$ cat src/hdl/pt_pkg.sv
/*
 * Package for the periodic timer: register offsets, field positions,
 * reset values, divider settings and the carrier structs.
 * Assumes a classic Wishbone slave with 32-bit data, one word a register.
 */
package pt_pkg;

    // register indices; the byte address on the bus is the index times four
    localparam logic [7:0] IDX_IRQ_FLAGS = 8'h0C;
    localparam logic [7:0] IDX_COUNT = 8'h11;
    localparam logic [7:0] IDX_CONTROL = 8'h12;
    localparam logic [7:0] IDX_IRQ_ENABLES = 8'h8C;
    localparam logic [7:0] IDX_PERIOD = 8'h92;
    localparam int ADDR_W = 10;

    // control register fields
    localparam int CTL_PRE_LSB = 0;
    localparam int CTL_RUN_BIT = 2;
    localparam int CTL_POST_LSB = 3;
    localparam logic [7:0] CTL_WR_MASK = 8'h7F;

    // flag / enable bit of the period event
    localparam int EVT_BIT = 1;

    localparam logic [7:0] RST_COUNT = 8'h00;
    localparam logic [7:0] RST_CONTROL = 8'h00;
    localparam logic [7:0] RST_PERIOD = 8'hFF;
    localparam logic [7:0] RST_FLAGS = 8'h00;
    localparam logic [7:0] RST_ENABLES = 8'h00;

    // pre-divider terminal counts (ratio minus one)
    localparam logic [3:0] PRE_TC_1 = 4'h0;
    localparam logic [3:0] PRE_TC_4 = 4'h3;
    localparam logic [3:0] PRE_TC_16 = 4'hF;
    // instruction clock is the system clock divided by this plus one
    localparam logic [1:0] INSTR_TC = 2'h3;

    typedef struct packed {
        logic [ADDR_W-1:0] adr;
        logic [31:0] dat;
        logic [3:0] sel;
        logic we;
        logic cyc;
        logic stb;
    } pt_wb_req_s;

    typedef struct packed {
        logic [31:0] dat;
        logic ack;
    } pt_wb_rsp_s;

    typedef struct packed {
        logic [7:0] count;
        logic match;
    } pt_tbase_s;

    typedef struct packed {
        logic [7:0] count;
        logic [7:0] control;
        logic [7:0] period;
        logic [7:0] flags;
        logic [7:0] enables;
        logic [1:0] instr_cnt;
        logic [3:0] pre_cnt;
        logic [3:0] post_cnt;
        logic match;
        logic irq;
        pt_wb_rsp_s rsp;
    } pt_state_s;

endpackage

$ cat src/hdl/pt_timer.sv
/*
 * Periodic 8-bit timer with pre-divider, period register and post-divider,
 * reached over a classic Wishbone slave.
 * Assumes one 50 MHz clock, synchronous active-high reset, and that the
 * instruction clock is clk_i divided by four, made here as an enable.
 */
`timescale 1ns/1ps

// Function
// - count on instruction clock through pre-divider of one, four or sixteen
// - pre-divider select sits in control bits one to zero
// - select 00 is /1, 01 is /4, 1x is /16
// - count register read/write, cleared to zero by every reset
// - count up from zero; the increment after period match returns to zero
// - period register read/write, reset to FFh
// - matches pass a four-bit post-divider, event every one to sixteen matches
// - post-divider select sits in control bits six to three
// - post select value k divides matches by k plus one
// - divided event sets flag bit one, held until software clears it
// - run bit two of control stops or runs the timer
// - pre- and post-divider counters clear on count write, control write and reset
// - control write leaves the count value untouched
// - undivided period match exported to the serial port
// - count and match exported as the modulation time base
// - control bit seven reads zero and ignores writes
module pt_timer (
    // clock and reset
    input wire logic clk_i,
    input wire logic rst_i,
    // wishbone slave
    input wire pt_pkg::pt_wb_req_s wb_req_i,
    output pt_pkg::pt_wb_rsp_s wb_rsp_o,
    // time base for serial port and modulation units
    output pt_pkg::pt_tbase_s tbase_o,
    // interrupt
    output logic irq_o
);

    pt_pkg::pt_state_s s_q;
    pt_pkg::pt_state_s s_d;

    localparam int ADDR_HI = pt_pkg::ADDR_W - 1;

    logic req;
    logic wr;
    logic [7:0] idx;
    logic [7:0] wdat;
    logic wr_count;
    logic wr_control;
    logic wr_period;
    logic wr_flags;
    logic wr_enables;
    logic [3:0] pre_tc;
    logic tick;
    logic inc;
    logic at_period;
    logic post_done;
    logic [7:0] rdat;

    // new request only while no ack is out, giving one idle cycle between
    assign req = wb_req_i.cyc & wb_req_i.stb & ~s_q.rsp.ack;
    assign wr = req & wb_req_i.we & wb_req_i.sel[0];
    assign idx = wb_req_i.adr[ADDR_HI:2];
    assign wdat = wb_req_i.dat[7:0];
    assign wr_count = wr & (idx == pt_pkg::IDX_COUNT);
    assign wr_control = wr & (idx == pt_pkg::IDX_CONTROL);
    assign wr_period = wr & (idx == pt_pkg::IDX_PERIOD);
    assign wr_flags = wr & (idx == pt_pkg::IDX_IRQ_FLAGS);
    assign wr_enables = wr & (idx == pt_pkg::IDX_IRQ_ENABLES);

    // pre-divider decode
    always_comb begin
        unique case (s_q.control[pt_pkg::CTL_PRE_LSB +: 2])
            2'h0: pre_tc = pt_pkg::PRE_TC_1;
            2'h1: pre_tc = pt_pkg::PRE_TC_4;
            default: pre_tc = pt_pkg::PRE_TC_16;
        endcase
    end

    // instruction-clock enable gated by the run bit
    assign tick = s_q.control[pt_pkg::CTL_RUN_BIT] && (s_q.instr_cnt == pt_pkg::INSTR_TC);
    // a write that clears the dividers also drops the carry of that same cycle
    assign inc = tick && (s_q.pre_cnt == pre_tc) && !wr_count && !wr_control;
    assign at_period = (s_q.count == s_q.period);
    assign post_done = (s_q.post_cnt == s_q.control[pt_pkg::CTL_POST_LSB +: 4]);

    always_comb begin
        case (idx)
            pt_pkg::IDX_COUNT: rdat = s_q.count;
            pt_pkg::IDX_CONTROL: rdat = s_q.control;
            pt_pkg::IDX_PERIOD: rdat = s_q.period;
            pt_pkg::IDX_IRQ_FLAGS: rdat = s_q.flags;
            pt_pkg::IDX_IRQ_ENABLES: rdat = s_q.enables;
            default: rdat = 8'h00;
        endcase
    end

    always_comb begin
        s_d = s_q;
        s_d.match = 1'b0;
        s_d.rsp.ack = req;
        s_d.rsp.dat = 32'h0000_0000;
        if (req && !wb_req_i.we) begin
            s_d.rsp.dat = {24'h00_0000, rdat};
        end
        // instruction clock divider is free running
        s_d.instr_cnt = s_q.instr_cnt + 2'h1;
        if (tick) begin
            s_d.pre_cnt = inc ? 4'h0 : s_q.pre_cnt + 4'h1;
        end
        if (inc) begin
            if (at_period) begin
                s_d.count = 8'h00;
                s_d.match = 1'b1;
                s_d.post_cnt = post_done ? 4'h0 : s_q.post_cnt + 4'h1;
            end else begin
                s_d.count = s_q.count + 8'h01;
            end
        end
        // write one to clear; a new event in the same cycle wins
        if (wr_flags) begin
            s_d.flags = s_q.flags & ~wdat;
        end
        if (inc && at_period && post_done) begin
            s_d.flags[pt_pkg::EVT_BIT] = 1'b1;
        end
        if (wr_enables) begin
            s_d.enables = wdat;
        end
        if (wr_period) begin
            s_d.period = wdat;
        end
        if (wr_count) begin
            s_d.count = wdat;
        end
        if (wr_control) begin
            s_d.control = wdat & pt_pkg::CTL_WR_MASK;
        end
        if (wr_count || wr_control) begin
            s_d.pre_cnt = 4'h0;
            s_d.post_cnt = 4'h0;
        end
        s_d.irq = |(s_d.flags & s_d.enables);
    end

    always_ff @(posedge clk_i) begin
        if (rst_i) begin
            s_q.count <= pt_pkg::RST_COUNT;
            s_q.control <= pt_pkg::RST_CONTROL;
            s_q.period <= pt_pkg::RST_PERIOD;
            s_q.flags <= pt_pkg::RST_FLAGS;
            s_q.enables <= pt_pkg::RST_ENABLES;
            s_q.instr_cnt <= 2'h0;
            s_q.pre_cnt <= 4'h0;
            s_q.post_cnt <= 4'h0;
            s_q.match <= 1'b0;
            s_q.irq <= 1'b0;
            s_q.rsp <= '0;
        end else begin
            s_q <= s_d;
        end
    end

    assign wb_rsp_o = s_q.rsp;
    assign tbase_o = '{count: s_q.count, match: s_q.match};
    assign irq_o = s_q.irq;

    // checks

    AST_CNT_WRAP: assert property (@(posedge clk_i) disable iff (rst_i)
        (inc && at_period && !wr_count) |=> (s_q.count == 8'h00) && s_q.match)
        else $error("count did not wrap at period");

    AST_CNT_STEP: assert property (@(posedge clk_i) disable iff (rst_i)
        (inc && !at_period && !wr_count) |=> (s_q.count == $past(s_q.count) + 8'h01))
        else $error("count did not step by one");

    AST_STOPPED: assert property (@(posedge clk_i) disable iff (rst_i)
        (!s_q.control[2] && !wr_count) |=> (s_q.count == $past(s_q.count)) && !s_q.match)
        else $error("timer moved while stopped");

    AST_CTL_KEEP: assert property (@(posedge clk_i) disable iff (rst_i)
        wr_control |=> (s_q.count == $past(s_q.count)) && (s_q.pre_cnt == 4'h0))
        else $error("control write disturbed count");

    AST_DIV_CLR: assert property (@(posedge clk_i) disable iff (rst_i)
        wr_count |=> (s_q.pre_cnt == 4'h0) && (s_q.post_cnt == 4'h0))
        else $error("dividers not cleared on count write");

    AST_PRE16: assert property (@(posedge clk_i) disable iff (rst_i)
        (s_q.control[1] && tick && !wr_count && !wr_control)
        |=> (s_q.pre_cnt == $past(s_q.pre_cnt) + 4'h1))
        else $error("divide by sixteen wrong");

    AST_PRE4: assert property (@(posedge clk_i) disable iff (rst_i)
        (s_q.control[1:0] == 2'h1)
        |-> (s_q.pre_cnt <= 4'h3) && (!inc || (s_q.pre_cnt == 4'h3)))
        else $error("divide by four wrong");

    AST_FLAG_SET: assert property (@(posedge clk_i) disable iff (rst_i)
        (inc && at_period && post_done) |=> s_q.flags[1])
        else $error("event flag not set");

    AST_POST1: assert property (@(posedge clk_i) disable iff (rst_i)
        (s_q.control[6:3] == 4'h0 && inc && at_period) |=> s_q.flags[1])
        else $error("post divide by one missed event");

    AST_BIT7: assert property (@(posedge clk_i) disable iff (rst_i)
        !s_q.control[7])
        else $error("control bit seven set");

    AST_IRQ: assert property (@(posedge clk_i) disable iff (rst_i)
        s_q.irq == |(s_q.flags & s_q.enables))
        else $error("interrupt does not follow flags and enables");

    AST_ACK: assert property (@(posedge clk_i) disable iff (rst_i)
        req |=> s_q.rsp.ack ##1 !s_q.rsp.ack)
        else $error("ack not one cycle after request");

    // pre-divider and instruction clock
    AST_TICK_GAP: assert property (@(posedge clk_i) disable iff (rst_i)
        tick
        |=> !tick [*3])
        else $error("instruction ticks closer than four clocks");

    AST_PRE1: assert property (@(posedge clk_i) disable iff (rst_i)
        (s_q.control[1:0] == 2'h0)
        |-> (s_q.pre_cnt == 4'h0))
        else $error("divide by one pre-divider not idle");

    AST_PRE1_INC: assert property (@(posedge clk_i) disable iff (rst_i)
        (s_q.control[1:0] == 2'h0 && tick && !wr_count && !wr_control)
        |-> inc)
        else $error("divide by one missed a tick");

    AST_PRE4_STEP: assert property (@(posedge clk_i) disable iff (rst_i)
        (s_q.control[1:0] == 2'h1 && tick && !wr_count && !wr_control)
        |=> (s_q.pre_cnt == (($past(s_q.pre_cnt) == 4'h3) ? 4'h0 : $past(s_q.pre_cnt) + 4'h1)))
        else $error("divide by four stepped wrong");

    AST_PRE_HOLD: assert property (@(posedge clk_i) disable iff (rst_i)
        (!tick && !wr_count && !wr_control)
        |=> (s_q.pre_cnt == $past(s_q.pre_cnt)))
        else $error("pre-divider moved without a tick");

    // count, match and time base
    AST_CNT_HOLD: assert property (@(posedge clk_i) disable iff (rst_i)
        (!inc && !wr_count)
        |=> (s_q.count == $past(s_q.count)))
        else $error("count moved without an increment");

    AST_CNT_WR: assert property (@(posedge clk_i) disable iff (rst_i)
        wr_count
        |=> (s_q.count == $past(wdat)))
        else $error("count write lost");

    AST_MATCH_ZERO: assert property (@(posedge clk_i) disable iff (rst_i)
        s_q.match
        |-> (s_q.count == 8'h00))
        else $error("match pulse away from zero count");

    AST_MATCH_PULSE: assert property (@(posedge clk_i) disable iff (rst_i)
        s_q.match
        |=> !s_q.match)
        else $error("match longer than one cycle");

    AST_MATCH_SRC: assert property (@(posedge clk_i) disable iff (rst_i)
        s_q.match
        |-> $past(inc && at_period))
        else $error("match without a period hit");

    AST_TBASE: assert property (@(posedge clk_i) disable iff (rst_i)
        tbase_o.match
        |-> (tbase_o.count == 8'h00))
        else $error("time base match away from zero");

    // period and control registers
    AST_PER_WR: assert property (@(posedge clk_i) disable iff (rst_i)
        wr_period
        |=> (s_q.period == $past(wdat)))
        else $error("period write lost");

    AST_PER_HOLD: assert property (@(posedge clk_i) disable iff (rst_i)
        !wr_period
        |=> (s_q.period == $past(s_q.period)))
        else $error("period changed without a write");

    AST_CTL_WR: assert property (@(posedge clk_i) disable iff (rst_i)
        wr_control
        |=> (s_q.control == ($past(wdat) & 8'h7F)))
        else $error("control write lost");

    AST_CTL_HOLD: assert property (@(posedge clk_i) disable iff (rst_i)
        !wr_control
        |=> (s_q.control == $past(s_q.control)))
        else $error("control changed without a write");

    AST_CTL_CLR: assert property (@(posedge clk_i) disable iff (rst_i)
        wr_control
        |=> (s_q.pre_cnt == 4'h0) && (s_q.post_cnt == 4'h0))
        else $error("dividers not cleared on control write");

    // post-divider
    AST_POST_MAX: assert property (@(posedge clk_i) disable iff (rst_i)
        (s_q.post_cnt <= s_q.control[6:3]))
        else $error("post-divider ran past its select");

    AST_POST_HOLD: assert property (@(posedge clk_i) disable iff (rst_i)
        (!(inc && at_period) && !wr_count && !wr_control)
        |=> (s_q.post_cnt == $past(s_q.post_cnt)))
        else $error("post-divider moved without a match");

    AST_POST_STEP: assert property (@(posedge clk_i) disable iff (rst_i)
        (inc && at_period && !post_done)
        |=> (s_q.post_cnt == $past(s_q.post_cnt) + 4'h1))
        else $error("post-divider did not step on a match");

    AST_POST16: assert property (@(posedge clk_i) disable iff (rst_i)
        (s_q.control[6:3] == 4'hF && s_q.post_cnt != 4'hF && !s_q.flags[1])
        |=> !s_q.flags[1])
        else $error("divide by sixteen flagged early");

    // flags, enables and interrupt
    AST_FLAG_SRC: assert property (@(posedge clk_i) disable iff (rst_i)
        $rose(s_q.flags[1])
        |-> $past(inc && at_period && post_done))
        else $error("event flag set without a divided match");

    AST_FLAG_STICKY: assert property (@(posedge clk_i) disable iff (rst_i)
        (s_q.flags[1] && !(wr_flags && wdat[1]))
        |=> s_q.flags[1])
        else $error("event flag dropped without a clear");

    AST_FLAG_W1C: assert property (@(posedge clk_i) disable iff (rst_i)
        (wr_flags && wdat[1] && !(inc && at_period && post_done))
        |=> !s_q.flags[1])
        else $error("event flag not cleared by writing one");

    AST_ENA_WR: assert property (@(posedge clk_i) disable iff (rst_i)
        wr_enables
        |=> (s_q.enables == $past(wdat)))
        else $error("enable write lost");

    AST_IRQ_OUT: assert property (@(posedge clk_i) disable iff (rst_i)
        irq_o == (s_q.flags[1] && s_q.enables[1]))
        else $error("interrupt pin does not follow event flag and enable");

    // bus responses
    AST_RD_PERIOD: assert property (@(posedge clk_i) disable iff (rst_i)
        (req && !wb_req_i.we && (idx == pt_pkg::IDX_PERIOD))
        |=> (wb_rsp_o.dat == {24'h00_0000, $past(s_q.period)}))
        else $error("period read returned wrong data");

    AST_RSP_IDLE: assert property (@(posedge clk_i) disable iff (rst_i)
        !wb_rsp_o.ack
        |-> (wb_rsp_o.dat == 32'h0000_0000))
        else $error("read data present without ack");

endmodule // pt_timer

$ cat config.mk
export PLATFORM = sky130hd
export DESIGN_NAME = pt_timer
export DESIGN_NICKNAME = d
export VERILOG_FILES = /design/src/hdl/pt_pkg.sv /design/src/hdl/pt_timer.sv
export SDC_FILE = /design/constraint.sdc
export NUM_CORES = 1
export LEC_CHECK = 0
export BUFFER_PORTS_ARGS = -buffer_cell sky130_fd_sc_hd__buf_2
export CAP_MARGIN = 40
export CORE_MARGIN = 1
export CORE_UTILIZATION = 52
export DETAILED_ROUTE_END_ITERATION = 12
export HOLD_SLACK_MARGIN = 0.08
export PLACE_DENSITY = 0.85
export SYNTH_ARGS = -nofsm -noshare
export SYNTH_HDL_FRONTEND = slang
export SYNTH_SLANG_ARGS = --single-unit
export TNS_END_PERCENT = 1
$ cat constraint.sdc
create_clock -name clk_i -period 5.8 [get_ports clk_i]
set_input_delay 1.45 -clock clk_i [delete_from_list [all_inputs] [get_ports clk_i]]
set_output_delay 1.45 -clock clk_i [all_outputs]
set_load 0.01 [all_outputs]
==> impl_summary.txt, run 1 <==
----------------------------------------------------
[Route]
  Initial DRC Count ... 328
  Avg WL per Cell ... 15.66 µm
  DR top layer ... met4
  Routed wire length on met3 ... 594 µm
  DRC ... 0
  Via Count ... 2,712
  Pre-Repair DR Iteration Count ... 7
  Wire length on met2 ... 3.446 mm
  M1 WL ... 3.101 mm
  Post-detailed-route via-to-cell ratio ... 5.820
  Count of nets left with antenna violations after detail routing ... 0
  Sum of routed wire length over all layers ... 7.299 mm

[Critical path]
  Path depth of the worst reg2reg path ... 6
  Critical path class ... in2reg
  Data required time at the worst endpoint ... 5.99 ns
  Kind of capture point of the worst setup path ... flip-flop
  Family with the most delay on the worst path ... simple AND/OR/NAND/NOR gates
  Endpoint of the worst-slack reg-to-reg timing path ... tbase_o[1]
  Biggest cell delay along the critical path ... 0.69 ns
  Crit path buffers/inverters ... 1
  Data arrival time of the critical path ... 3.81 ns
  Slack of the worst reg-to-reg path ... 3.23 ns
  Worst Path Max Fanout ... 8
  Cell Chain, Critical Path ... buf_2 > or4_4 > nor4_4 > mux2i_1 > o22ai_1 > nor4_1 > a21oi_1
  Standard cell with the maximum stage delay on the critical path ... nor4_4
  Critical path launch point type ... input port
  Start of the worst register-to-register path ... wb_rsp_o[0]

[Status]
  Result of the run ... finished clean

[Placed design]
  Placed standard-cell area ... 0.003138 mm²
  HPWL Detailed ... 5.162 mm
  Buffers on Ports ... 40
  GPL Wtd Cong ... 0.8922

[GRT]
  Overall track demand over capacity in global routing ... 0.2516
  Number of global-route vias before repair ... 2,507
  Maximum number of pins on one net before global-route repair ... 47
  Antenna violations before repair ... 0
  Wire length of the first global-routing pass ... 11.99 mm
  Remaining Overflow, GRT ... 0

[Pwr]
  Maximum ir drop on the vdd rail ... 0.0001512 V
  Power per cell area ... 257.2 mW/mm²
  Total Power ... 862.6 µW
  Static Leak ... 0.001328 µW

[Finish]
  Final layout net count ... 444
  Final non-filler cell area ... 0.003354 mm²
  Antenna Diode Count ... 0
  Area overhead of the layout relative to synthesis ... 7.801%
  Share of cells above drive strength 1 ... 0.1574

[Timing]
  Setup repair after global routing missed its margin ... false
  Number of max-slew violations in the final report ... 0
  Maximum clock skew at final layout ... 0.006637 ns
  Number of failing setup endpoints in the final timing report ... 0
  Actual slew at the worst max-slew pin ... 0.9261 ns
  Slew HR ... 0.3778
  Setup total negative slack ... 0 ns
  Post-layout min period ... 3.624 ns
  Min Hold Slack ... 0.4257 ns
  Crit share post-route ... 0.6248
  Count of final hold-check violations ... 0
  Achievable clock frequency ... 275.9 MHz

[Floorplan]
  Starting Density ... 0.5516
  Top-Level Pins ... 94
  Area of the die ... 0.006297 mm²
  Number of placement rows ... 27
  Die height ... 79.36 µm
  Die Width ... 79.36 µm
  Area of the core ... 0.005642 mm²

[Synthesis]
  Proportion of synthesized chip area in sequential cells ... 0.3860
  Number of cells produced by synthesis ... 366
  Flip-flop and latch count after synthesis ... 60
  Async set or reset register ratio after synthesis ... 0
  Number of warnings printed during yosys synthesis ... 0
  Average instance area after synthesis ... 8.502 µm²
  Leading register cell type out of synthesis ... dfxtp_1
  Count of unique library cells instantiated by Yosys ... 47
  Synthesized area ... 0.003112 mm²
  Number of enable flip-flop cells after synthesis ... 0

[Clock tree]
  Depth of the CTS H-tree ... 3
  TritonCTS clock tree ... built
  Cell at the root of the clock tree ... clkbuf_8
  Clock network latency to the later pin of the worst-skew pair ... 0.34 ns
  Number of clock buffers inserted by TritonCTS ... 9
  Sink Count ... 60
  Clock slew at the register clock pins of the worst setup and hold paths ... 0.06 ns
  Number of setup buffers added after CTS ... 0
  Maximum number of buffers from clock root to sink ... 2
  CTS-repair resized insts ... 0
  Hold-fix buffer count after cts ... 0

[Min path]
  Hold Path Depth ... 1
  Worst min path class ... reg2reg
  Sink of the worst hold path ... s_q[43]
  Worst hold start ... s_q[43]

[Job]
  Reported max-cap violation count ... 0

----------------------------------------------------
-- Yosys cell counts, types with 2 or more instances --
| master | n | area share |
|---|---|---|
| a211o_1 | 8 | 0.023 |
| a21oi_1 | 20 | 0.032 |
| a222oi_1 | 7 | 0.023 |
| a22oi_1 | 8 | 0.019 |
| a31oi_1 | 7 | 0.014 |
| and2_1 | 5 | 0.010 |
| and3_1 | 7 | 0.014 |
| buf_4 | 42 | 0.10 |
| clkbuf_1 | 9 | 0.011 |
| dfxtp_1 | 60 | 0.39 |
| ha_1 | 4 | 0.016 |
| inv_1 | 8 | 0.0097 |
| mux2i_1 | 9 | 0.029 |
| nand2_1 | 33 | 0.040 |
| nand3_1 | 13 | 0.021 |
| nand3b_1 | 5 | 0.012 |
| nand4_1 | 2 | 0.0040 |
| nor2_1 | 34 | 0.041 |
| nor2b_1 | 12 | 0.024 |
| nor3_1 | 6 | 0.0097 |
| nor3b_1 | 3 | 0.0072 |
| nor4_1 | 4 | 0.0080 |
| o21ai_0 | 12 | 0.019 |
| o21ai_1 | 3 | 0.0048 |
| o22ai_1 | 4 | 0.0080 |
| or2_2 | 2 | 0.0040 |
| or4_4 | 2 | 0.0072 |
| xnor2_1 | 11 | 0.031 |
| xor2_1 | 8 | 0.023 |
-- layout by cell type, fill, tap and decap left out, types with 8 or more instances in the layout --
master    count
nand3_1      13
a21oi_1      20
nand2_1      33
dfxtp_1      60
a211o_1       8
inv_1         8
buf_2        41
clkbuf_8     10
xnor2_1      11
nor2b_1      12
conb_1       24
a22oi_1       8
xor2_1        8
mux2i_1       9
o21ai_0      12
nor2_1       34
-- area by class of cell --
type	count	area (µm²)
well taps	72	90.09
multi-input cells	268	1602
flip-flops and latches	60	1201
clock inverters	5	75.07
clock buffers	11	141.4
fillers	500	2287
repair buffers	42	215.2
inverters	8	30.03
-- registers in the layout, indices dropped and copies added, names as in the netlist --
| register | count |
|---|---|
| s_q | 41 |
| wb_rsp_o | 9 |
| tbase_o | 9 |
| irq_o | 1 |
-- logic make-up (layout without fill, tap and decap cells) --
group | after synthesis | count (layout) | share of synthesized area
simple gates | 136 | 136 | 0.2264
compound gates | 76 | 76 | 0.1608
buf+inv | 61 | 66 | 0.1271
flops | 60 | 60 | 0.3860
xor+xnor | 19 | 19 | 0.05348
mux | 9 | 9 | 0.02895
fa+ha+maj | 4 | 4 | 0.01608
other cells | 1 | 24 | 0.001205
-- metal layers --
metal	vias to the layer above	global-route usage
met3	18	0.08506
met1	1278	0.3132
met5	-	0
li1	1283	-
met2	133	0.3922
met4	0	0.1109
-- worst reg2reg max path, stage by stage (launching register included) --
cell and delay [ns]:
dfxtp_1 0.30, nand3b_1 0.30, or2_2 0.41, o31ai_1 0.76, nor2_1 0.32, o21ai_0 0.24
a21oi_1 0.08
-- worst max path at each step --
| stage | cells past startpoint | endpoint | start |
|---|---|---|---|
| 2_1_floorplan | 7 | irq_o | wb_req_i[42] |
| 3_3_place_gp | 7 | irq_o | wb_req_i[42] |
| 3_5_place_dp | 7 | irq_o | wb_req_i[42] |
| 4_1_cts | 7 | irq_o | wb_req_i[42] |
| 5_1_grt | 7 | irq_o | wb_req_i[42] |
| 6_report | 7 | irq_o | wb_req_i[42] |
-- per-stage QoR --
stage | setup slack (ns) | utilization | cells
after floorplan | 2.359 | - | 389
after global placement | 1.887 | 0.5536 | 448
final | 2.176 | 0.5946 | 466
after detailed placement | 1.916 | 0.5562 | 450
after CTS | 2.261 | 0.5946 | 466
after global routing | 2.120 | 0.5946 | 466
-- report_power, final --
group | switching (µW) | leakage (µW) | internal (µW) | total [µW]
clock | 158 | 0.000113 | 251 | 409
sequential | 0.613 | 0.000484 | 414 | 414
combinational | 28.6 | 0.000731 | 10.8 | 39.4
Note: power is estimated with default switching activity, not from simulation.
==> run 2, diff against run 1 <==
CORE_UTILIZATION = 51   (was 52)
PLACE_DENSITY = 0.83   (was 0.85)
clock period = 3.5 ns   (was 5.8 ns; I/O delays follow)
==> impl_summary.txt, run 2 (same netlist as run 1, synthesis figures left out) <==
----------------------------------------------------
[Critical path]
  Critical path class ... in2reg
  Biggest cell delay along the critical path ... 0.58 ns (-0.11 ns)
  Path depth of the worst reg2reg path ... 7 (+1)
  Family with the most delay on the worst path ... simple AND/OR/NAND/NOR gates
  Kind of capture point of the worst setup path ... flip-flop
  Cell Chain, Critical Path ... buf_2 > or4_4 > or4_4 > o21ai_0 > nor2_1 > nor4_1 > a21oi_1
  Critical path launch point type ... input port
  Data arrival time of the critical path ... 3.01 ns (-0.80 ns)
  Crit path buffers/inverters ... 1 (unchanged)
  Slack of the worst reg-to-reg path ... 0.98 ns (-2.25 ns)
  Start of the worst register-to-register path ... s_q[39]
  Most frequent cell on the critical path ... or4_4
  Endpoint of the worst-slack reg-to-reg timing path ... irq_o
  Data required time at the worst endpoint ... 3.70 ns (-2.29 ns)
  Standard cell with the maximum stage delay on the critical path ... or4_4
  Worst Path Max Fanout ... 7 (-1)

[Placed design]
  Number of placed instances, taps included ... 458 (+1.8%)
  DP Worst Slack ... 0.4563 ns (-1.460 ns)
  Buffers on Ports ... 40 (unchanged)
  HPWL Detailed ... 5.044 mm (-2.3%)
  GPL Wtd Cong ... 0.8639 (-3.2%)

[GRT]
  Antenna violations before repair ... 0 (unchanged)
  Remaining Overflow, GRT ... 0 (unchanged)
  Overall track demand over capacity in global routing ... 0.2329 (-0.01872)
  Wire length of the first global-routing pass ... 11.14 mm (-7.0%)
  Number of global-route vias before repair ... 2,408 (-3.9%)
  Maximum number of pins on one net before global-route repair ... 28 (-40%)

[Timing]
  Maximum clock skew at final layout ... 0.007338 ns (+0.0007012 ns)
  Final Worst Setup Slack ... 0.6876 ns (-1.489 ns)
  Crit share post-route ... 0.8035
  Count of final hold-check violations ... 0 (unchanged)
  Achievable clock frequency ... 355.6 MHz
  Setup total negative slack ... 0 ns (unchanged)
  Number of max-slew violations in the final report ... 0 (unchanged)
  Post-layout min period ... 2.812 ns
  Actual slew at the worst max-slew pin ... 0.7885 ns (-0.1376 ns)
  Slew HR ... 0.4703 (+0.09247)
  Setup repair after global routing missed its margin ... false
  Number of failing setup endpoints in the final timing report ... 0 (unchanged)
  Min Hold Slack ... 0.4202 ns (-0.005522 ns)

[Floorplan]
  Starting Density ... 0.5287 (-0.02286)
  Die Width ... 80.11 µm (+0.95%)
  Top-Level Pins ... 94 (unchanged)
  Area of the die ... 0.006418 mm² (+1.9%)
  Number of placement rows ... 28 (+3.7%)
  Die height ... 80.11 µm (+0.95%)
  Area of the core ... 0.005886 mm² (+4.3%)

[Route]
  Avg WL per Cell ... 14.44 µm (-7.8%)
  Pre-Repair DR Iteration Count ... 6 (-1)
  Initial DRC Count ... 290 (-12%)
  Count of nets left with antenna violations after detail routing ... 0 (unchanged)
  DRC ... 0 (unchanged)
  Routed wire length on met3 ... 395 µm (-34%)
  DR top layer ... met4
  Wire length on met2 ... 3.387 mm (-1.7%)
  Sum of routed wire length over all layers ... 6.801 mm (-6.8%)
  Post-detailed-route via-to-cell ratio ... 5.635 (-3.2%)
  M1 WL ... 2.854 mm (-8.0%)
  Via Count ... 2,654 (-2.1%)

[Finish]
  Filler Cell Count ... 543 (+8.6%)
  Most common library cell in the layout ignoring fill and taps ... dfxtp_1
  Non-filler instance count after layout ... 471 (+1.1%)
  Register ranked first by flip-flop count ... s_q
  Share of cells above drive strength 1 ... 0.1641 (+0.006781)
  Storage element area ... 0.001201 mm² (unchanged)
  Area overhead of the layout relative to synthesis ... 7.881% (about the same)
  Largest register FFs ... 41 (unchanged)
  Final layout net count ... 449 (+1.1%)
  Commonest cells after routing, fill and taps aside ... dfxtp_1, buf_2, nor2_1
  Antenna Diode Count ... 0 (unchanged)
  Multi-input gate area in the final layout ... 0.001602 mm² (unchanged)

[Clock tree]
  Clock slew at the register clock pins of the worst setup and hold paths ... 0.06 ns (about the same)
  Cell at the root of the clock tree ... clkbuf_8
  Clock network latency to the later pin of the worst-skew pair ... 0.34 ns (about the same)
  CTS-repair resized insts ... 0 (unchanged)
  TritonCTS clock tree ... built
  Number of setup buffers added after CTS ... 0 (unchanged)
  Depth of the CTS H-tree ... 3 (unchanged)
  Sink Count ... 60 (unchanged)
  Hold-fix buffer count after cts ... 0 (unchanged)
  Number of clock buffers inserted by TritonCTS ... 9 (unchanged)
  Maximum number of buffers from clock root to sink ... 2 (unchanged)

[Min path]
  Worst hold start ... s_q[43]
  Sink of the worst hold path ... s_q[43]
  Worst min path class ... reg2reg
  Hold Path Depth ... 1 (unchanged)

[Pwr]
  Power per cell area ... 397.4 mW/mm² (+55%)
  Maximum ir drop on the vdd rail ... 0.0002535 V (+68%)
  Static Leak ... 0.001335 µW (+0.54%)
  Total Power ... 1334 µW (+55%)

[Status]
  Result of the run ... finished clean

[Job]
  Reported max-cap violation count ... 0 (unchanged)

----------------------------------------------------
-- run 2: worst max path at each step --
stage | startpoint | endpoint | slack, ns | cells past startpoint
4_1_cts | wb_req_i[42] | irq_o | 0.72 | 7
2_1_floorplan | wb_req_i[42] | irq_o | 0.63 | 7
3_3_place_gp | wb_req_i[42] | irq_o | 0.45 | 7
6_report | wb_req_i[42] | irq_o | 0.69 | 7
3_5_place_dp | wb_req_i[42] | irq_o | 0.46 | 7
5_1_grt | wb_req_i[42] | irq_o | 0.61 | 7
-- run 2: stage by stage --
| stage | cell area, µm² | utilization |
|---|---|---|
| CTS | 3357 | 0.5704 |
| global route | 3357 | 0.5704 |
| global placement | 3179 | 0.5402 |
| detailed placement | 3179 | 0.5402 |
| floorplan | 3198 | - |
| finish | 3357 | 0.5704 |
-- run 2: layer usage --
layer | global-route usage | vias up
met4 | 0.1339 | 0
met5 | 0 | -
met2 | 0.3855 | 100
li1 | - | 1278
met3 | 0.05000 | 14
met1 | 0.2774 | 1262
-- run 2: cell type report --
type                            instances  area share
Sequential cell                        60      0.3578
Inverter                                8    0.008945
Tap cell                               75     0.02795
Timing Repair Buffer                   47     0.07529
Multi-Input combinational cell        268      0.4771
Clock inverter                          3     0.01193
Clock buffer                           10     0.04100
-- run 2: report_power, final --
| part | total, µW | internal (µW) | leakage [µW] | switching, µW |
|---|---|---|---|---|
| clock network | 581 | 333 | 0.0000939 | 248 |
| logic | 66.2 | 18.6 | 0.000757 | 47.6 |
| registers | 687 | 686 | 0.000484 | 1.01 |
